--- config.mk ---
export PLATFORM = sky130hd
export DESIGN_NAME = pdsq_sequencer
export DESIGN_NICKNAME = d
export VERILOG_FILES = /design/src/pdsq_pkg.sv /design/src/pdsq_sequencer.sv /design/src/pdsq_timer.sv
export VERILOG_INCLUDE_DIRS = /design/src /design/src/src
export SDC_FILE = /design/constraint.sdc
export NUM_CORES = 1
export LEC_CHECK = 0
export ABC_AREA = 1
export BUFFER_PORTS_ARGS = -buffer_cell sky130_fd_sc_hd__buf_4
export CAP_MARGIN = 20
export CORE_MARGIN = 4
export CORE_UTILIZATION = 40
export CTS_CLUSTER_DIAMETER = 40
export CTS_CLUSTER_SIZE = 24
export DETAILED_ROUTE_END_ITERATION = 16
export GPL_TIMING_DRIVEN = 0
export MAX_ROUTING_LAYER = met4
export PLACE_DENSITY = 0.57
export SLEW_MARGIN = 20
export SYNTH_ARGS = -nofsm -noshare
export SYNTH_HDL_FRONTEND = slang
export SYNTH_HIERARCHICAL = 1
export SYNTH_SLANG_ARGS = --single-unit
--- constraint.sdc ---
create_clock -name clock_in -period 3 [get_ports clock_in]
set_input_delay 0.3 -clock clock_in [delete_from_list [all_inputs] [get_ports clock_in]]
set_output_delay 0.3 -clock clock_in [all_outputs]
set_load 0.005 [all_outputs]
--- src/pdsq_consts.svh ---
// Purpose: Timing constants and code widths for the source power path sequencer.
// Assumes: A 50 MHz system clock.
// Notes: Times are kept in their own unit; cycle counts are derived from them.
`ifndef PDSQ_CONSTS_SVH
`define PDSQ_CONSTS_SVH

`define PDSQ_CLK_HZ 50000000
`define PDSQ_CYC_PER_MS (`PDSQ_CLK_HZ / 1000)
`define PDSQ_CYC_PER_US (`PDSQ_CLK_HZ / 1000000)
`define PDSQ_PROT_ARM_MS 190
`define PDSQ_SETTLE_MS 260
`define PDSQ_RECOVER_MS 765
`define PDSQ_HR_GATEOFF_MS 30
`define PDSQ_DEBOUNCE_MS 185
`define PDSQ_SNK_TRANS_MS 30
`define PDSQ_FAULT_RETRY_MS 1395
`define PDSQ_SHORT_RETRY_MS 985
`define PDSQ_TURN_ON_MS 600
`define PDSQ_SILENT_MS 4800
`define PDSQ_ATTACH_IND_MS 5
`define PDSQ_GATE_OFF_US 5
`define PDSQ_FAST_OV_US 30
`define PDSQ_OCP_US 30
`define PDSQ_DISCHARGE_STOP_US 10
`define PDSQ_SEL_W 3
`define PDSQ_SEL_RESET 3'h0
`define PDSQ_TMR_W 28

`endif

--- src/pdsq_pkg.sv ---
// Purpose: Types for the source power path sequencer.
// Assumes: Nothing beyond the constants header.
// Notes: Advertisement codes drive the CC pull-up selector.
package pdsq_pkg;
   typedef enum logic [3:0] {
      ST_IDLE = 4'h0,
      ST_DEBOUNCE = 4'h1,
      ST_GATE_ON = 4'h2,
      ST_RUN = 4'h3,
      ST_TRANS_WAIT = 4'h4,
      ST_SETTLE = 4'h5,
      ST_HR_WAIT = 4'h6,
      ST_RECOVER = 4'h7,
      ST_RETRY_WAIT = 4'h8
   } pdsq_state_type;

   typedef enum logic [1:0] {
      ADV_STD = 2'h0,
      ADV_1P5 = 2'h1,
      ADV_3P0 = 2'h2
   } pdsq_adv_type;
endpackage

--- src/pdsq_sequencer.sv ---
// Purpose: Attach, gate, protection, supply-select and retry sequencing for a PD source port.
// Assumes: Inputs synchronous to clock_in; analog detection done outside.
// Notes: Long delays are parameters so a simulation may shorten them.
// Summary of operation
// - Arm undervoltage and overcurrent protection 190 ms after gate drive turns on.
// - Send ready indication 260 ms after each requested supply-select change.
// - Keep gate drive off 765 ms after a hard-reset shutdown.
// - Turn gate drive off 30 ms after transmitting a hard reset.
// - Debounce attachment 185 ms before pulling source enable low.
// - Change supply-select outputs 30 ms after accepting a request.
// - Persistent supply fault with sink attached repeats hard resets every 1395 ms.
// - Shorted VBUS with sink attached repeats hard resets every 985 ms.
// - Supply not up 600 ms after source enable low sends hard reset.
// - Silent sink keeps gate on 4.8 s, then hard reset, repeating.
// - Drive attach indicator high within 5 ms of attachment.
// - Fast shutdown input low drops gate drive within 5 us.
// - Fast overvoltage turns gate drive off within 30 us.
// - Large overcurrent starts gate turn-off within 30 us.
// - First thermal trip stops active discharge within 10 us.
// - Slow voltage guards disabled during voltage transitions.
// - Standard pull-up from attachment until gate on, and again after the first message sent after gate on.
// - 3 A pull-up after gate on until the first message is sent or a message is received.
// - 1.5 A pull-up after a message is received.
// - Thermal trip stops active discharge, and in ST_RUN also sends hard reset; bleed stays.
`timescale 1ns/10ps
`include "pdsq_consts.svh"
module pdsq_sequencer
   import pdsq_pkg::*;
#(
   parameter int PROT_ARM_CYC = `PDSQ_PROT_ARM_MS * `PDSQ_CYC_PER_MS,
   parameter int SETTLE_CYC = `PDSQ_SETTLE_MS * `PDSQ_CYC_PER_MS,
   parameter int RECOVER_CYC = `PDSQ_RECOVER_MS * `PDSQ_CYC_PER_MS,
   parameter int HR_GATEOFF_CYC = `PDSQ_HR_GATEOFF_MS * `PDSQ_CYC_PER_MS,
   parameter int DEBOUNCE_CYC = `PDSQ_DEBOUNCE_MS * `PDSQ_CYC_PER_MS,
   parameter int SNK_TRANS_CYC = `PDSQ_SNK_TRANS_MS * `PDSQ_CYC_PER_MS,
   parameter int FAULT_RETRY_CYC = `PDSQ_FAULT_RETRY_MS * `PDSQ_CYC_PER_MS,
   parameter int SHORT_RETRY_CYC = `PDSQ_SHORT_RETRY_MS * `PDSQ_CYC_PER_MS,
   parameter int TURN_ON_CYC = `PDSQ_TURN_ON_MS * `PDSQ_CYC_PER_MS,
   parameter int SILENT_CYC = `PDSQ_SILENT_MS * `PDSQ_CYC_PER_MS
)
(
   // Clock and reset
   input wire logic clock_in,
   input wire logic nrst_in,
   // Port sensing
   input wire logic sink_present_in,
   input wire logic vbus_good_in,
   input wire logic vbus_short_in,
   input wire logic supply_input_in,
   input wire logic fast_shutdown_in,
   input wire logic fast_overvoltage_guard_in,
   input wire logic overcurrent_large_in,
   input wire logic thermal_trip_level_one_in,
   // Protocol side
   input wire logic request_accept_in,
   input wire logic [`PDSQ_SEL_W-1:0] request_select_in,
   input wire logic msg_received_in,
   input wire logic msg_sent_in,
   // Power path outputs
   output logic source_enable_n_out,
   output logic nfet_gate_drive_out,
   output logic protection_armed_out,
   output logic slow_guards_enable_out,
   output logic supply_select_bit1_out,
   output logic supply_select_bit2_out,
   output logic supply_select_bit3_out,
   output logic active_discharge_out,
   output logic bleed_discharge_out,
   output logic attach_indicator_out,
   // Protocol requests
   output logic send_ps_ready_out,
   output logic send_hard_reset_out,
   output pdsq_adv_type cc_advert_out
);
   typedef struct packed {
      pdsq_state_type st;
      logic srcen;
      logic gate;
      logic armed;
      logic [`PDSQ_SEL_W-1:0] sel;
      logic [`PDSQ_SEL_W-1:0] sel_pend;
      logic ps_rdy;
      logic hrst;
      logic discharge;
      logic attach;
      logic sent_after_gate;
      logic heard;
      logic silent_run;
   } pdsq_state_reg_type;

   pdsq_state_reg_type s_q;
   pdsq_state_reg_type s_d;

   logic fault_now;
   logic supply_fault;
   logic main_load;
   logic main_clear;
   logic [`PDSQ_TMR_W-1:0] main_count;
   logic main_exp;
   logic main_run;
   logic arm_load;
   logic arm_exp;
   logic sil_load;
   logic sil_clear;
   logic sil_exp;

   // Hard-reset spacing already covers gate-off, recovery and three state hand-overs.
   localparam int HR_SPENT_CYC = HR_GATEOFF_CYC + RECOVER_CYC + 3;

   // Supply faults keep the gate off; overvoltage and overcurrent are immediate kills.
   assign supply_fault = !fast_shutdown_in || !supply_input_in;
   assign fault_now = supply_fault || fast_overvoltage_guard_in || overcurrent_large_in;

   // The retry interval is chosen by which fault is present; a supply fault beats a short, which beats the turn-on wait.
   function automatic logic [`PDSQ_TMR_W-1:0] retry_cycles(input logic sup, input logic shrt);
      if (sup)
      begin
         return `PDSQ_TMR_W'(FAULT_RETRY_CYC);
      end
      else if (shrt)
      begin
         return `PDSQ_TMR_W'(SHORT_RETRY_CYC);
      end
      else
      begin
         return `PDSQ_TMR_W'(TURN_ON_CYC);
      end
   endfunction

   always_comb
   begin
      s_d = s_q;
      s_d.ps_rdy = 1'b0;
      s_d.hrst = 1'b0;
      main_load = 1'b0;
      main_clear = 1'b0;
      main_count = '0;
      arm_load = 1'b0;
      sil_load = 1'b0;
      sil_clear = 1'b0;
      if (msg_received_in)
      begin
         s_d.heard = 1'b1;
      end
      if (msg_sent_in && s_q.gate)
      begin
         s_d.sent_after_gate = 1'b1;
      end
      if (arm_exp && s_q.gate)
      begin
         s_d.armed = 1'b1;
      end
      if (thermal_trip_level_one_in)
      begin
         s_d.discharge = 1'b0;
      end
      if (!sink_present_in)
      begin
         // Detach aborts every timer and goes back to watching.
         s_d = '0;
         s_d.st = ST_IDLE;
         s_d.srcen = 1'b1;
         s_d.sel = `PDSQ_SEL_RESET;
         s_d.sel_pend = `PDSQ_SEL_RESET;
         s_d.discharge = !thermal_trip_level_one_in;
         main_clear = 1'b1;
         sil_clear = 1'b1;
      end
      else
      begin
         s_d.attach = 1'b1;
         case (s_q.st)
            ST_IDLE:
            begin
               main_load = 1'b1;
               main_count = `PDSQ_TMR_W'(DEBOUNCE_CYC);
               s_d.st = ST_DEBOUNCE;
            end
            ST_DEBOUNCE:
            begin
               if (main_exp)
               begin
                  s_d.srcen = 1'b0;
                  main_load = 1'b1;
                  main_count = `PDSQ_TMR_W'(TURN_ON_CYC);
                  s_d.st = ST_GATE_ON;
               end
            end
            ST_GATE_ON:
            begin
               if (!fault_now && !vbus_short_in && !s_q.gate)
               begin
                  s_d.gate = 1'b1;
                  s_d.discharge = 1'b0;
                  arm_load = 1'b1;
                  sil_load = 1'b1;
                  main_clear = 1'b1;
                  s_d.st = ST_RUN;
               end
               else if (main_exp)
               begin
                  s_d.hrst = 1'b1;
                  main_load = 1'b1;
                  main_count = `PDSQ_TMR_W'(HR_GATEOFF_CYC);
                  s_d.st = ST_HR_WAIT;
               end
            end
            ST_RUN:
            begin
               if (thermal_trip_level_one_in || sil_exp)
               begin
                  s_d.hrst = 1'b1;
                  s_d.discharge = 1'b0;
                  main_load = 1'b1;
                  main_count = `PDSQ_TMR_W'(HR_GATEOFF_CYC);
                  s_d.st = ST_HR_WAIT;
               end
               else if (request_accept_in)
               begin
                  s_d.sel_pend = request_select_in;
                  main_load = 1'b1;
                  main_count = `PDSQ_TMR_W'(SNK_TRANS_CYC);
                  s_d.st = ST_TRANS_WAIT;
               end
               else if (msg_received_in)
               begin
                  sil_load = 1'b1;
               end
            end
            ST_TRANS_WAIT:
            begin
               if (main_exp)
               begin
                  s_d.sel = s_q.sel_pend;
                  main_load = 1'b1;
                  main_count = `PDSQ_TMR_W'(SETTLE_CYC);
                  s_d.st = ST_SETTLE;
               end
            end
            ST_SETTLE:
            begin
               if (main_exp)
               begin
                  s_d.ps_rdy = 1'b1;
                  sil_load = 1'b1;
                  s_d.st = ST_RUN;
               end
            end
            ST_HR_WAIT:
            begin
               if (main_exp)
               begin
                  s_d.gate = 1'b0;
                  s_d.armed = 1'b0;
                  s_d.sel = `PDSQ_SEL_RESET;
                  s_d.discharge = !thermal_trip_level_one_in;
                  s_d.heard = 1'b0;
                  s_d.sent_after_gate = 1'b0;
                  sil_clear = 1'b1;
                  main_load = 1'b1;
                  main_count = `PDSQ_TMR_W'(RECOVER_CYC);
                  s_d.st = ST_RECOVER;
               end
            end
            ST_RECOVER:
            begin
               if (main_exp)
               begin
                  main_load = 1'b1;
                  main_count = retry_cycles(supply_fault, vbus_short_in);
                  if (supply_fault || vbus_short_in)
                  begin
                     main_count = main_count - `PDSQ_TMR_W'(HR_SPENT_CYC);
                  end
                  s_d.st = (supply_fault || vbus_short_in) ? ST_RETRY_WAIT : ST_GATE_ON;
               end
            end
            ST_RETRY_WAIT:
            begin
               if (main_exp)
               begin
                  s_d.hrst = 1'b1;
                  main_load = 1'b1;
                  main_count = `PDSQ_TMR_W'(HR_GATEOFF_CYC);
                  s_d.st = ST_HR_WAIT;
               end
            end
            default:
            begin
               s_d.st = ST_IDLE;
            end
         endcase
         // Immediate gate kill outside the timed sequence; one cycle is far inside the limits.
         if (fault_now && s_q.gate)
         begin
            s_d.gate = 1'b0;
            s_d.armed = 1'b0;
            sil_clear = 1'b1;
            main_load = 1'b1;
            main_count = retry_cycles(supply_fault, vbus_short_in);
            s_d.st = ST_RETRY_WAIT;
         end
      end
   end

   always_ff @(posedge clock_in)
   begin
      if (!nrst_in)
      begin
         s_q <= '0;
         s_q.st <= ST_IDLE;
         s_q.srcen <= 1'b1;
         s_q.discharge <= 1'b1;
      end
      else
      begin
         s_q <= s_d;
      end
   end

   pdsq_timer #(.WIDTH(`PDSQ_TMR_W)) u_main_timer (
      .clock_in(clock_in),
      .nrst_in(nrst_in),
      .load_in(main_load),
      .clear_in(main_clear),
      .count_in(main_count),
      .expired_out(main_exp),
      .running_out(main_run)
   );

   pdsq_timer #(.WIDTH(`PDSQ_TMR_W)) u_arm_timer (
      .clock_in(clock_in),
      .nrst_in(nrst_in),
      .load_in(arm_load),
      .clear_in(main_clear && !sink_present_in),
      .count_in(`PDSQ_TMR_W'(PROT_ARM_CYC)),
      .expired_out(arm_exp),
      .running_out()
   );

   pdsq_timer #(.WIDTH(`PDSQ_TMR_W)) u_silent_timer (
      .clock_in(clock_in),
      .nrst_in(nrst_in),
      .load_in(sil_load),
      .clear_in(sil_clear),
      .count_in(`PDSQ_TMR_W'(SILENT_CYC)),
      .expired_out(sil_exp),
      .running_out()
   );

   assign source_enable_n_out = s_q.srcen;
   assign nfet_gate_drive_out = s_q.gate;
   assign protection_armed_out = s_q.armed;
   // Slow guards would trip on a legal voltage step, so they sleep during it.
   assign slow_guards_enable_out = s_q.armed && (s_q.st != ST_TRANS_WAIT)
      && (s_q.st != ST_SETTLE);
   assign supply_select_bit1_out = s_q.sel[0];
   assign supply_select_bit2_out = s_q.sel[1];
   assign supply_select_bit3_out = s_q.sel[2];
   assign active_discharge_out = s_q.discharge;
   assign bleed_discharge_out = !s_q.gate;
   assign attach_indicator_out = s_q.attach;
   assign send_ps_ready_out = s_q.ps_rdy;
   assign send_hard_reset_out = s_q.hrst;
   // Pull-up advertisement ladder.
   assign cc_advert_out = s_q.heard ? ADV_1P5 :
      ((s_q.gate && !s_q.sent_after_gate) ? ADV_3P0 : ADV_STD);

   a_attach_ind: assert property (@(posedge clock_in) disable iff (!nrst_in)
      sink_present_in |=> attach_indicator_out) else $error("attach indicator late");
   a_fault_kill: assert property (@(posedge clock_in) disable iff (!nrst_in)
      (sink_present_in && !fast_shutdown_in && nfet_gate_drive_out) |=> !nfet_gate_drive_out)
      else $error("gate not killed on shutdown");
   a_fast_ov_kill: assert property (@(posedge clock_in) disable iff (!nrst_in)
      (sink_present_in && fast_overvoltage_guard_in) |=> !nfet_gate_drive_out)
      else $error("gate on under overvoltage");
   a_ocp_kill: assert property (@(posedge clock_in) disable iff (!nrst_in)
      (sink_present_in && overcurrent_large_in) |=> !nfet_gate_drive_out)
      else $error("gate on under overcurrent");
   a_thermal_discharge: assert property (@(posedge clock_in) disable iff (!nrst_in)
      thermal_trip_level_one_in |=> !active_discharge_out)
      else $error("discharge not stopped");
   a_detach_abort: assert property (@(posedge clock_in) disable iff (!nrst_in)
      !sink_present_in |=> (source_enable_n_out && !nfet_gate_drive_out && !main_run))
      else $error("detach not aborting");
   a_srcen_debounce: assert property (@(posedge clock_in) disable iff (!nrst_in)
      $fell(source_enable_n_out) |-> $past(s_q.st) == ST_DEBOUNCE)
      else $error("source enable without debounce");
   a_ready_settle: assert property (@(posedge clock_in) disable iff (!nrst_in)
      send_ps_ready_out |-> $past(s_q.st) == ST_SETTLE)
      else $error("ready without settling");
   a_guard_quiet: assert property (@(posedge clock_in) disable iff (!nrst_in)
      $changed({supply_select_bit3_out, supply_select_bit2_out, supply_select_bit1_out})
      |-> !slow_guards_enable_out)
      else $error("slow guards on in transition");
endmodule // pdsq_sequencer

--- src/pdsq_timer.sv ---
// Purpose: Down counter that signals expiry of a loaded delay.
// Assumes: Load wins over counting; clear stops it.
// Notes: Expiry is a one-cycle pulse when the count steps from one to zero.
`timescale 1ns/10ps
module pdsq_timer #(
   parameter int WIDTH = 28
)
(
   // Clock and reset
   input wire logic clock_in,
   input wire logic nrst_in,
   // Control
   input wire logic load_in,
   input wire logic clear_in,
   input wire logic [WIDTH-1:0] count_in,
   // Status
   output logic expired_out,
   output logic running_out
);
   typedef struct packed {
      logic [WIDTH-1:0] cnt;
      logic exp;
   } pdsq_tmr_type;
   pdsq_tmr_type s_q;
   pdsq_tmr_type s_d;

   always_comb
   begin
      s_d = s_q;
      s_d.exp = 1'b0;
      if (clear_in)
      begin
         s_d.cnt = '0;
      end
      else if (load_in)
      begin
         s_d.cnt = count_in;
      end
      else if (s_q.cnt != '0)
      begin
         s_d.cnt = s_q.cnt - 1'b1;
         s_d.exp = (s_q.cnt == {{(WIDTH-1){1'b0}}, 1'b1});
      end
   end

   always_ff @(posedge clock_in)
   begin
      if (!nrst_in)
      begin
         s_q <= '0;
      end
      else
      begin
         s_q <= s_d;
      end
   end

   assign expired_out = s_q.exp;
   assign running_out = (s_q.cnt != '0);
endmodule // pdsq_timer

==> flow_results.xml, run 1 <==
<?xml version="1.0" encoding="UTF-8"?>
<metrics>
  <group name="run_status">
    <metric name="run_status" unit="">complete, no violations</metric>
  </group>
  <group name="sta">
    <metric name="max_slew_margin" unit="%">59.5</metric>
    <metric name="post-route-min-period" unit="ps">2550</metric>
    <metric name="fin_hold_ws" unit="ps">177</metric>
    <metric name="finalSetupViolCount" unit="">0</metric>
    <metric name="largest_clock_skew_in_the_final_design" unit="ps">9.16</metric>
    <metric name="worst-slew-pin-transition" unit="ps">608</metric>
    <metric name="finalCritPeriodShare" unit="%">85.0</metric>
    <metric name="sum_of_negative_setup_slack" unit="ps">0</metric>
    <metric name="final_critical_path_setup_slack" unit="ps">451</metric>
    <metric name="final-hold-violation-count" unit="">0</metric>
    <metric name="slew_violations" unit="">0</metric>
    <metric name="fmax" unit="MHz">392</metric>
    <metric name="unrepaired_setup_endpoints_after_global_routing" unit="">false</metric>
  </group>
  <group name="clock_tree">
    <metric name="clk_root_buffer_cell" unit="">sky130_fd_sc_hd__clkbuf_16</metric>
    <metric name="numCtsBuffers" unit="">9</metric>
    <metric name="cts.sink_count" unit="">106</metric>
    <metric name="cts_tree" unit="">done</metric>
    <metric name="h-tree-depth" unit="">3</metric>
    <metric name="cts-root-to-sink-buffers" unit="">2</metric>
    <metric name="ctsResizeCount" unit="">0</metric>
    <metric name="cts.reportedPaths.clkPinSlew" unit="ps">80</metric>
    <metric name="insertion_delay" unit="ps">360</metric>
    <metric name="post_cts_buffers" unit="">0</metric>
    <metric name="cts.hold.buffers_added" unit="">0</metric>
  </group>
  <group name="placed_design">
    <metric name="place_ws" unit="ps">308</metric>
    <metric name="gp_congestion" unit="">0.909</metric>
    <metric name="portBuffers" unit="">27</metric>
    <metric name="placed_area" unit="mm2">0.00822</metric>
    <metric name="dpl.hpwl" unit="mm">15.3</metric>
  </group>
  <group name="die">
    <metric name="overall_die_area" unit="mm2">0.0211</metric>
    <metric name="core" unit="mm2">0.0182</metric>
    <metric name="fp.dieH" unit="um">145</metric>
    <metric name="die_w" unit="um">145</metric>
    <metric name="num_io_pins" unit="">30</metric>
    <metric name="initial_core_util" unit="%">41.3</metric>
    <metric name="placementRows" unit="">49</metric>
  </group>
  <group name="critical_path">
    <metric name="timing.critical_path.arrival" unit="ps">2810</metric>
    <metric name="worst_flop_to_flop_path_startpoint" unit="">nfet_gate_drive_out</metric>
    <metric name="worstSetupStartpointType" unit="">flip-flop</metric>
    <metric name="required" unit="ps">3260</metric>
    <metric name="critical_path.reg2reg.endpoint" unit="">u_silent_timer/s_q[4]</metric>
    <metric name="path_class" unit="">flip-flop to flip-flop</metric>
    <metric name="ff2ff_path_depth" unit="">9</metric>
    <metric name="timing.reg2reg.setup_slack" unit="ps">450</metric>
    <metric name="setup.worst_path.end_class" unit="">flip-flop</metric>
    <metric name="path_max_fanout" unit="">10</metric>
  </group>
  <group name="logic_synthesis">
    <metric name="mappedNetlistArea" unit="mm2">0.00752</metric>
    <metric name="yosys_warnings" unit="">6</metric>
    <metric name="syn_avg_cell_area" unit="um2">6.38</metric>
    <metric name="syn_inst" unit="">1179</metric>
  </group>
  <group name="cells_and_area">
    <metric name="num_antenna_cells" unit="">0</metric>
    <metric name="final_cell_area" unit="mm2">0.00853</metric>
    <metric name="share_of_cells_above_drive_strength_1" unit="%">14.9</metric>
    <metric name="final_nets" unit="">1298</metric>
    <metric name="area.growth.synth_to_final" unit="%">13.5</metric>
  </group>
  <group name="power">
    <metric name="leakagePower" unit="uW">0.00414</metric>
    <metric name="cellPowerDensity" unit="mW/mm2">1220</metric>
    <metric name="worst_ir_drop_vdd" unit="uV">977</metric>
  </group>
  <group name="global_routing">
    <metric name="grt_first_pass_wirelength" unit="mm">33.9</metric>
    <metric name="grt_antenna_before_repair" unit="">0</metric>
    <metric name="global_route.usage.total" unit="%">19.7</metric>
    <metric name="maximum_number_of_pins_on_one_net_before_global_route_repair" unit="">19</metric>
    <metric name="grt_total_ovfl" unit="">0</metric>
    <metric name="grt_pass1_vias" unit="">6982</metric>
  </group>
  <group name="min_path">
    <metric name="holdPathEnd" unit="">s_q[1]</metric>
    <metric name="min_from" unit="">msg_received_in</metric>
    <metric name="holdCritPathClass" unit="">input port to flip-flop</metric>
    <metric name="min_path_cells" unit="">3</metric>
  </group>
  <group name="routing">
    <metric name="post_detailed_routing_wire_length" unit="mm">19.8</metric>
    <metric name="route.detailed.vias_per_inst" unit="">4.81</metric>
    <metric name="post-route-drc-count" unit="">0</metric>
    <metric name="wl_per_cell" unit="um">13.1</metric>
    <metric name="detailedRoute.firstPassIterationCount" unit="">5</metric>
    <metric name="num_vias" unit="">7247</metric>
    <metric name="antenna_violating_nets_post_route" unit="">0</metric>
    <metric name="drt_first_iter_violations" unit="">349</metric>
  </group>
  <group name="job">
    <metric name="maxCapViolations" unit="">0</metric>
  </group>
</metrics>
-- power by group --
| group | total (uW) | switching, uW | internal (uW) |
|---|---|---|---|
| sequential | 2120 | 362 | 1760 |
| clock | 1290 | 598 | 687 |
| combinational | 7040 | 4500 | 2540 |
| total | 10400 | 5460 | 4990 |
-- per-stage QoR --
step | total power [uW] | std cells | utilization (%)
6_report | 10400 | 1507 | 46.9
2_1_floorplan | 7830 | 1235 | -
3_5_place_dp | 9200 | 1491 | 45.1
5_1_grt | 11600 | 1507 | 46.9
3_3_place_gp | 9140 | 1491 | 45.1
4_1_cts | 10500 | 1507 | 46.9
-- worst max-delay path, cell delays in order (launching register included) --
cell and delay (ps):
sky130_fd_sc_hd__dfxtp_1 390, sky130_fd_sc_hd__inv_1 170, sky130_fd_sc_hd__nand2_1 70, sky130_fd_sc_hd__nor2_1 190
sky130_fd_sc_hd__nand3_1 270, sky130_fd_sc_hd__a21oi_1 590, sky130_fd_sc_hd__clkbuf_1 460, sky130_fd_sc_hd__o21ai_0 180
sky130_fd_sc_hd__nand3_1 100, sky130_fd_sc_hd__inv_1 40
-- registers in the layout, indices dropped and copies added, names as in the netlist, 9 cells and up --
name and count:
u_arm_timer/s_q 28, s_q 9, u_main_timer/s_q 28, u_silent_timer/s_q 28
-- layer usage --
metal,up-vias,global-route usage [%],wire length [um]
met5,-,-,0
met1,3245,25.3,9440
met3,21,2.81,627
li1,3864,-,-
met4,0,5.89,386
met2,117,32.5,9310
-- cells in the final DEF (no fill, tap or decap), drive strengths merged, types with 10 or more instances in the layout --
cell    count
nand4      20
nand2     337
nand3     121
nor3       10
dfxtp     106
inv       142
clkbuf     26
a21oi      92
conb       58
buf        38
o21ai      37
xnor2      10
xor2       21
nor2      222
-- cell type report --
type / count / area, um2
fillers: 1931 / 9680
well taps: 229 / 287
flip-flops and latches: 106 / 2120
plain buffers: 26 / 163
inverters: 142 / 534
multi-input cells: 961 / 4910
repair buffers: 27 / 203
clock buffers: 11 / 243
clock inverters: 5 / 70.1
-- worst max-delay path by stage --
stage,end,slack [ps],cells past startpoint,startpoint
finish,u_silent_timer/s_q[4],450,9,nfet_gate_drive_out
global placement,u_silent_timer/s_q[4],310,10,vbus_short_in
floorplan,u_silent_timer/s_q[4],1070,10,s_q[16]
global route,u_silent_timer/s_q[4],300,9,nfet_gate_drive_out
detailed placement,u_silent_timer/s_q[4],310,10,vbus_short_in
CTS,u_silent_timer/s_q[4],460,9,nfet_gate_drive_out
(Power assumes the default switching activity.)
==> run 2: changes to the inputs <==
--- a/config.mk
+++ b/config.mk
@@ -6,7 +6,7 @@
 export SDC_FILE = /design/constraint.sdc
 export NUM_CORES = 1
 export LEC_CHECK = 0
-export ABC_AREA = 1
+export ABC_AREA = 0
 export BUFFER_PORTS_ARGS = -buffer_cell sky130_fd_sc_hd__buf_4
 export CAP_MARGIN = 20
 export CORE_MARGIN = 4
@@ -16,7 +16,7 @@
 export DETAILED_ROUTE_END_ITERATION = 16
 export GPL_TIMING_DRIVEN = 0
 export MAX_ROUTING_LAYER = met4
-export PLACE_DENSITY = 0.57
+export PLACE_DENSITY = 0.59
 export SLEW_MARGIN = 20
 export SYNTH_ARGS = -nofsm -noshare
 export SYNTH_HDL_FRONTEND = slang
==> constraint.sdc (replaced) <==
create_clock -name clock_in -period 2.32 [get_ports clock_in]
set_input_delay 0.232 -clock clock_in [delete_from_list [all_inputs] [get_ports clock_in]]
set_output_delay 0.232 -clock clock_in [all_outputs]
set_load 0.005 [all_outputs]
==> run 2 against run 1 <==
  * Register-to-register slack got worse by 360 ps
  * Die area is 15% lower
  * Clock skew about the same
  * Critical path depth is 2 higher
  * Wire length shrank 17%
  * Synthesized area shrank 16%
  * Global-route usage decreased by 0.69 points
  * Core utilization grew 4.3 points
  * Setup slack got worse by 360 ps
==> flow_results.xml, run 2 <==
<?xml version="1.0" encoding="UTF-8"?>
<metrics>
  <group name="run_status">
    <metric name="run_status" unit="">complete, no violations</metric>
  </group>
  <group name="critical_path">
    <metric name="worstSetupStartpointType" unit="">flip-flop</metric>
    <metric name="path_max_fanout" unit="">10</metric>
    <metric name="timing.critical_path.arrival" unit="ps">2520</metric>
    <metric name="slowest_stage_delay_cp" unit="ps">310</metric>
    <metric name="critical_path.reg2reg.endpoint" unit="">u_main_timer/s_q[23]</metric>
    <metric name="critical_path.cell_chain" unit="">buf_6, or2_4, a211oi_4, a21oi_4, a31oi_4, buf_6, clkinvlp_4, nor2_4, buf_6, nand2_1, a22oi_1</metric>
    <metric name="required" unit="ps">2600</metric>
    <metric name="critical-path-top-delay-family" unit="">compound AO/OA/AOI/OAI gates</metric>
    <metric name="timing.critical_path.mode_cell" unit="">sky130_fd_sc_hd__buf_6</metric>
    <metric name="setup.worst_path.end_class" unit="">flip-flop</metric>
    <metric name="critical-path-slowest-cell" unit="">sky130_fd_sc_hd__dfxtp_1</metric>
    <metric name="path_class" unit="">flip-flop to flip-flop</metric>
    <metric name="ff2ff_path_depth" unit="">11</metric>
    <metric name="timing.critical_path.buf_inv" unit="">4</metric>
    <metric name="worst_flop_to_flop_path_startpoint" unit="">s_q[16]</metric>
    <metric name="timing.reg2reg.setup_slack" unit="ps">90</metric>
  </group>
  <group name="placed_design">
    <metric name="placed_area" unit="mm2">0.00706</metric>
    <metric name="dpl.hpwl" unit="mm">11.3</metric>
    <metric name="placed_cells_incl_taps" unit="">1080</metric>
    <metric name="gp_congestion" unit="">0.847</metric>
    <metric name="portBuffers" unit="">27</metric>
  </group>
  <group name="die">
    <metric name="overall_die_area" unit="mm2">0.0179</metric>
    <metric name="initial_core_util" unit="%">41.1</metric>
    <metric name="num_io_pins" unit="">30</metric>
    <metric name="placementRows" unit="">45</metric>
    <metric name="die_w" unit="um">134</metric>
    <metric name="fp.dieH" unit="um">134</metric>
    <metric name="core" unit="mm2">0.0154</metric>
  </group>
  <group name="logic_synthesis">
    <metric name="mappedNetlistArea" unit="mm2">0.00632</metric>
    <metric name="syn_inst" unit="">774</metric>
    <metric name="syn_avg_cell_area" unit="um2">8.17</metric>
    <metric name="yosys_warnings" unit="">6</metric>
  </group>
  <group name="job">
    <metric name="maxCapViolations" unit="">0</metric>
  </group>
  <group name="global_routing">
    <metric name="grt_pass1_vias" unit="">5593</metric>
    <metric name="grt_first_pass_wirelength" unit="mm">27.5</metric>
    <metric name="global_route.usage.total" unit="%">19.0</metric>
    <metric name="grt_total_ovfl" unit="">0</metric>
    <metric name="grt_antenna_before_repair" unit="">0</metric>
    <metric name="maximum_number_of_pins_on_one_net_before_global_route_repair" unit="">17</metric>
  </group>
  <group name="power">
    <metric name="leakagePower" unit="uW">0.00302</metric>
    <metric name="worst_ir_drop_vdd" unit="uV">777</metric>
    <metric name="cellPowerDensity" unit="mW/mm2">1170</metric>
  </group>
  <group name="routing">
    <metric name="post-route-drc-count" unit="">0</metric>
    <metric name="drt_first_iter_violations" unit="">471</metric>
    <metric name="detailedRoute.firstPassIterationCount" unit="">5</metric>
    <metric name="wl_per_cell" unit="um">14.6</metric>
    <metric name="num_vias" unit="">5944</metric>
    <metric name="antenna_violating_nets_post_route" unit="">0</metric>
    <metric name="route.detailed.vias_per_inst" unit="">5.31</metric>
    <metric name="post_detailed_routing_wire_length" unit="mm">16.3</metric>
  </group>
  <group name="sta">
    <metric name="sum_of_negative_setup_slack" unit="ps">0</metric>
    <metric name="fmax" unit="MHz">448</metric>
    <metric name="finalSetupViolCount" unit="">0</metric>
    <metric name="finalCritPeriodShare" unit="%">96.2</metric>
    <metric name="fin_hold_ws" unit="ps">97.7</metric>
    <metric name="max_slew_margin" unit="%">51.0</metric>
    <metric name="worst-slew-pin-transition" unit="ps">728</metric>
    <metric name="post-route-min-period" unit="ps">2230</metric>
    <metric name="final-hold-violation-count" unit="">0</metric>
    <metric name="unrepaired_setup_endpoints_after_global_routing" unit="">true</metric>
    <metric name="slew_violations" unit="">0</metric>
    <metric name="largest_clock_skew_in_the_final_design" unit="ps">9.33</metric>
  </group>
  <group name="cells_and_area">
    <metric name="layoutNonFillerInstCount" unit="">1120</metric>
    <metric name="final_nets" unit="">930</metric>
    <metric name="final_common_cell" unit="">sky130_fd_sc_hd__dfxtp_1</metric>
    <metric name="register_area" unit="mm2">0.00213</metric>
    <metric name="layout.filler_cells" unit="">1477</metric>
    <metric name="most_frequent_cells_in_the_layout" unit="">sky130_fd_sc_hd__dfxtp_1, sky130_fd_sc_hd__nand2_1, sky130_fd_sc_hd__o21ai_0, sky130_fd_sc_hd__conb_1, sky130_fd_sc_hd__buf_4</metric>
    <metric name="area.growth.synth_to_final" unit="%">24.5</metric>
    <metric name="final_core_utilization" unit="%">51.2</metric>
    <metric name="num_antenna_cells" unit="">0</metric>
    <metric name="final_cell_area" unit="mm2">0.00787</metric>
    <metric name="share_of_cells_above_drive_strength_1" unit="%">18.8</metric>
    <metric name="area_occupied_by_multi_input_gates" unit="mm2">0.00430</metric>
    <metric name="reg.largest.list" unit="">u_arm_timer/s_q (28), u_main_timer/s_q (28), u_silent_timer/s_q (28)</metric>
  </group>
  <group name="min_path">
    <metric name="holdCritPathClass" unit="">input port to flip-flop</metric>
    <metric name="min_from" unit="">msg_received_in</metric>
    <metric name="holdPathEnd" unit="">s_q[1]</metric>
    <metric name="min_path_cells" unit="">3</metric>
  </group>
  <group name="clock_tree">
    <metric name="h-tree-depth" unit="">3</metric>
    <metric name="cts.hold.buffers_added" unit="">0</metric>
    <metric name="cts-root-to-sink-buffers" unit="">2</metric>
    <metric name="clk_root_buffer_cell" unit="">sky130_fd_sc_hd__clkbuf_16</metric>
    <metric name="cts_tree" unit="">done</metric>
    <metric name="numCtsBuffers" unit="">9</metric>
    <metric name="cts.sink_count" unit="">106</metric>
    <metric name="cts.reportedPaths.clkPinSlew" unit="ps">70</metric>
    <metric name="insertion_delay" unit="ps">360</metric>
  </group>
</metrics>
==> run 2: final cells by class <==
cell class,count,area share [%]
buffer,44,4.63
clock buffer,11,3.21
clock inverter,4,0.652
inverter,20,1.05
multi-input combinational,670,54.6
sequential,106,27.0
tap,211,3.35
timing repair buffer,54,5.47
==> run 2: routing by layer <==
layer / wire, um / vias up / global-route usage [%]
met2: 7580 / 125 / 29.8
met1: 7790 / 2764 / 24.9
met5: 0 / - / -
li1: - / 3023 / -
met3: 649 / 32 / 4.00
met4: 303 / 0 / 5.31
==> run 2: worst max-delay path by stage <==
stage,cells after the start,from,to
floorplan,11,nfet_gate_drive_out,u_arm_timer/s_q[13]
global placement,11,nfet_gate_drive_out,u_arm_timer/s_q[16]
detailed placement,11,nfet_gate_drive_out,u_arm_timer/s_q[14]
CTS,10,nfet_gate_drive_out,u_arm_timer/s_q[1]
global route,10,u_silent_timer/expired_out,u_silent_timer/s_q[23]
finish,11,s_q[16],u_main_timer/s_q[23]
==> run 2: report_power, final <==
part / switching (uW) / internal (uW)
clock network: 711 / 891
registers: 443 / 2210
logic: 2890 / 2100
==> run 2: metrics by stage <==
stage | setup slack [ps] | total power (uW)
finish | 88.5 | 9240
CTS | 8.81 | 9220
global placement | -943 | 7510
floorplan | -8.08 | 6530
detailed placement | -889 | 7510
global route | -22.1 | 10000
==> run 2: what timing repair did <==
item,in CTS,in global routing
endpoints found under the hold margin,0,0
gates resized for setup,49,47
setup endpoints to repair,85,71
setup buffers,16,9
cloned,1,1
pin swaps,12,9
==> run 2: tightest hold or removal path: cells and delay by family <==
family                 cells  cell delay, ps
buffers and inverters      1              90
and+or+nand+nor            2              90
==> run 3: changes to the inputs <==
--- a/config.mk
+++ b/config.mk
@@ -17,8 +17,10 @@
 export GPL_TIMING_DRIVEN = 0
 export MAX_ROUTING_LAYER = met4
 export PLACE_DENSITY = 0.59
+export SETUP_SLACK_MARGIN = 0.4
 export SLEW_MARGIN = 20
 export SYNTH_ARGS = -nofsm -noshare
 export SYNTH_HDL_FRONTEND = slang
 export SYNTH_HIERARCHICAL = 1
 export SYNTH_SLANG_ARGS = --single-unit
+export TNS_END_PERCENT = 30
==> run 3 against run 2 <==
  * Clock skew up 0.59 ps
  * Via count increased by 4.2%
  * Global-route usage grew 0.30 points
  * Sequential cell count stayed put
  * Maximum frequency down 1.5%
  * Critical path type unchanged
  * Critical endpoint is now u_silent_timer/s_q[27]
  * Largest power group unchanged
==> flow_results.xml, run 3 (synthesis gave the netlist of run 2 again) <==
<?xml version="1.0" encoding="UTF-8"?>
<metrics>
  <group name="routing">
    <metric name="post-route-drc-count" unit="">0</metric>
    <metric name="met3RoutedLength" unit="um">706</metric>
    <metric name="detailedRoute.firstPassIterationCount" unit="">5</metric>
    <metric name="route.detailed.vias_per_inst" unit="">5.31</metric>
    <metric name="drt_first_iter_violations" unit="">348</metric>
    <metric name="wl_met1" unit="mm">8.17</metric>
    <metric name="wl_per_cell" unit="um">15.2</metric>
    <metric name="dr.max_layer_used" unit="">met4</metric>
    <metric name="num_vias" unit="">6196</metric>
    <metric name="wl_met2" unit="mm">8.56</metric>
    <metric name="post_detailed_routing_wire_length" unit="mm">17.7</metric>
    <metric name="antenna_violating_nets_post_route" unit="">0</metric>
  </group>
  <group name="power">
    <metric name="cellPowerDensity" unit="mW/mm2">1170</metric>
    <metric name="worst_ir_drop_vdd" unit="uV">544</metric>
    <metric name="leakagePower" unit="uW">0.00356</metric>
  </group>
  <group name="cells_and_area">
    <metric name="most_frequent_cells_in_the_layout" unit="">sky130_fd_sc_hd__dfxtp_1, sky130_fd_sc_hd__buf_4, sky130_fd_sc_hd__conb_1, sky130_fd_sc_hd__nand2_1, sky130_fd_sc_hd__nor2_1</metric>
    <metric name="share_of_cells_above_drive_strength_1" unit="%">34.2</metric>
    <metric name="final_core_utilization" unit="%">57.9</metric>
    <metric name="area.growth.synth_to_final" unit="%">40.8</metric>
    <metric name="area_occupied_by_multi_input_gates" unit="mm2">0.00478</metric>
    <metric name="reg.largest.list" unit="">u_arm_timer/s_q (28), u_main_timer/s_q (28), u_silent_timer/s_q (28)</metric>
    <metric name="final_common_cell" unit="">sky130_fd_sc_hd__dfxtp_1</metric>
    <metric name="final_nets" unit="">975</metric>
    <metric name="layoutNonFillerInstCount" unit="">1166</metric>
    <metric name="num_antenna_cells" unit="">0</metric>
    <metric name="layout.filler_cells" unit="">1396</metric>
    <metric name="register_area" unit="mm2">0.00214</metric>
  </group>
  <group name="global_routing">
    <metric name="grt_antenna_before_repair" unit="">0</metric>
    <metric name="grt_first_pass_wirelength" unit="mm">27.7</metric>
    <metric name="grt_pass1_vias" unit="">5508</metric>
    <metric name="maximum_number_of_pins_on_one_net_before_global_route_repair" unit="">17</metric>
    <metric name="grt_total_ovfl" unit="">0</metric>
    <metric name="global_route.usage.total" unit="%">19.3</metric>
  </group>
  <group name="critical_path">
    <metric name="critical_path.startpoint" unit="">s_q[19]</metric>
    <metric name="path_max_fanout" unit="">8</metric>
    <metric name="path_class" unit="">flip-flop to flip-flop</metric>
    <metric name="worstSetupStartpointType" unit="">flip-flop</metric>
    <metric name="timing.critical_path.arrival" unit="ps">2540</metric>
    <metric name="worst_flop_to_flop_path_startpoint" unit="">s_q[19]</metric>
    <metric name="setup.worst_path.end_class" unit="">flip-flop</metric>
    <metric name="required" unit="ps">2590</metric>
  </group>
  <group name="die">
    <metric name="num_io_pins" unit="">30</metric>
    <metric name="fp.dieH" unit="um">134</metric>
    <metric name="placementRows" unit="">45</metric>
    <metric name="overall_die_area" unit="mm2">0.0179</metric>
    <metric name="die_w" unit="um">134</metric>
    <metric name="initial_core_util" unit="%">41.1</metric>
    <metric name="core" unit="mm2">0.0154</metric>
  </group>
  <group name="sta">
    <metric name="worst-slew-pin-transition" unit="ps">709</metric>
    <metric name="largest_clock_skew_in_the_final_design" unit="ps">9.93</metric>
    <metric name="max_slew_margin" unit="%">52.3</metric>
    <metric name="finalSetupViolCount" unit="">0</metric>
    <metric name="slew_violations" unit="">0</metric>
    <metric name="fin_hold_ws" unit="ps">99.4</metric>
    <metric name="post-route-min-period" unit="ps">2270</metric>
    <metric name="final-hold-violation-count" unit="">0</metric>
    <metric name="fmax" unit="MHz">441</metric>
    <metric name="finalCritPeriodShare" unit="%">97.6</metric>
    <metric name="unrepaired_setup_endpoints_after_global_routing" unit="">true</metric>
  </group>
  <group name="clock_tree">
    <metric name="insertion_delay" unit="ps">360</metric>
    <metric name="cts.sink_count" unit="">106</metric>
    <metric name="h-tree-depth" unit="">3</metric>
    <metric name="cts.reportedPaths.clkPinSlew" unit="ps">70</metric>
    <metric name="cts_tree" unit="">done</metric>
    <metric name="cts-root-to-sink-buffers" unit="">2</metric>
    <metric name="numCtsBuffers" unit="">9</metric>
    <metric name="clk_root_buffer_cell" unit="">sky130_fd_sc_hd__clkbuf_16</metric>
  </group>
  <group name="placed_design">
    <metric name="placed_cells_incl_taps" unit="">1080</metric>
    <metric name="gp_congestion" unit="">0.891</metric>
    <metric name="dpl.hpwl" unit="mm">11.6</metric>
    <metric name="portBuffers" unit="">27</metric>
  </group>
  <group name="job">
    <metric name="maxCapViolations" unit="">0</metric>
  </group>
  <group name="min_path">
    <metric name="holdCritPathClass" unit="">input port to flip-flop</metric>
    <metric name="min_from" unit="">msg_received_in</metric>
  </group>
  <group name="run_status">
    <metric name="run_status" unit="">complete, no violations</metric>
  </group>
</metrics>
==> run 3: repair_timing <==
item,CTS,global route
pin swaps,25,84
cloned,2,1
endpoints found under the setup margin,88,86
hold buffers,0,0
setup buffers,39,28
gates resized for setup,66,224
==> run 3: per-stage QoR <==
| step | cell area (um2) | power [uW] | setup TNS (ps) | setup WS, ps |
|---|---|---|---|---|
| 5_1_grt | 8900 | 11200 | -25.2 | -10.3 |
| 3_3_place_gp | 7200 | 7570 | -8940 | -342 |
| 3_5_place_dp | 7200 | 7580 | -7820 | -344 |
| 6_report | 8900 | 10400 | 0 | 54.8 |
| 4_1_cts | 8030 | 9470 | 0 | 94.8 |
| 2_1_floorplan | 6740 | 6600 | 0 | 237 |
==> run 3: per-layer routing <==
layer  track usage [%]  up-vias
met2              29.8      141
met3              4.04       26
met1              25.5     2912
met4              5.77        0
li1                  -     3117
met5                 -        -
==> run 3: critical path, stage by stage, from the launching register on <==
cell and delay [ps]:
sky130_fd_sc_hd__dfxtp_2 330, sky130_fd_sc_hd__buf_6 120, sky130_fd_sc_hd__buf_12 120, sky130_fd_sc_hd__buf_12 120, sky130_fd_sc_hd__nor2_4 110, sky130_fd_sc_hd__nand4_1 240
sky130_fd_sc_hd__a31oi_1 230, sky130_fd_sc_hd__buf_4 160, sky130_fd_sc_hd__clkinv_4 60, sky130_fd_sc_hd__nor2_4 230, sky130_fd_sc_hd__buf_8 190, sky130_fd_sc_hd__nand2_2 60
sky130_fd_sc_hd__a22oi_1 180
==> run 3: path summary, 6_finish.rpt <==
kind                                  to  slack [ps]  cells after the start
setup / recovery  u_silent_timer/s_q[27]          50                     12
hold / removal                    s_q[1]         100                      3
setup reg to reg  u_silent_timer/s_q[27]          50                     12
hold reg to reg      source_enable_n_out         480                      2
==> run 3: area by class of cell <==
type                    instances  area share [%]
well taps                     211            2.97
plain buffers                  46            5.12
clock inverters                 4           0.829
flip-flops and latches        106            24.0
multi-input cells             670            53.6
clock buffers                  12            2.77
inverters                      20            1.07
repair buffers                 97            9.57
==> run 3: power by group <==
| group | leakage [uW] | internal (uW) | switching [uW] | total, uW |
|---|---|---|---|---|
| Clock | 0.000157 | 980 | 707 | 1690 |
| Combinational | 0.00254 | 2690 | 3380 | 6070 |
| Sequential | 0.000868 | 2220 | 452 | 2670 |
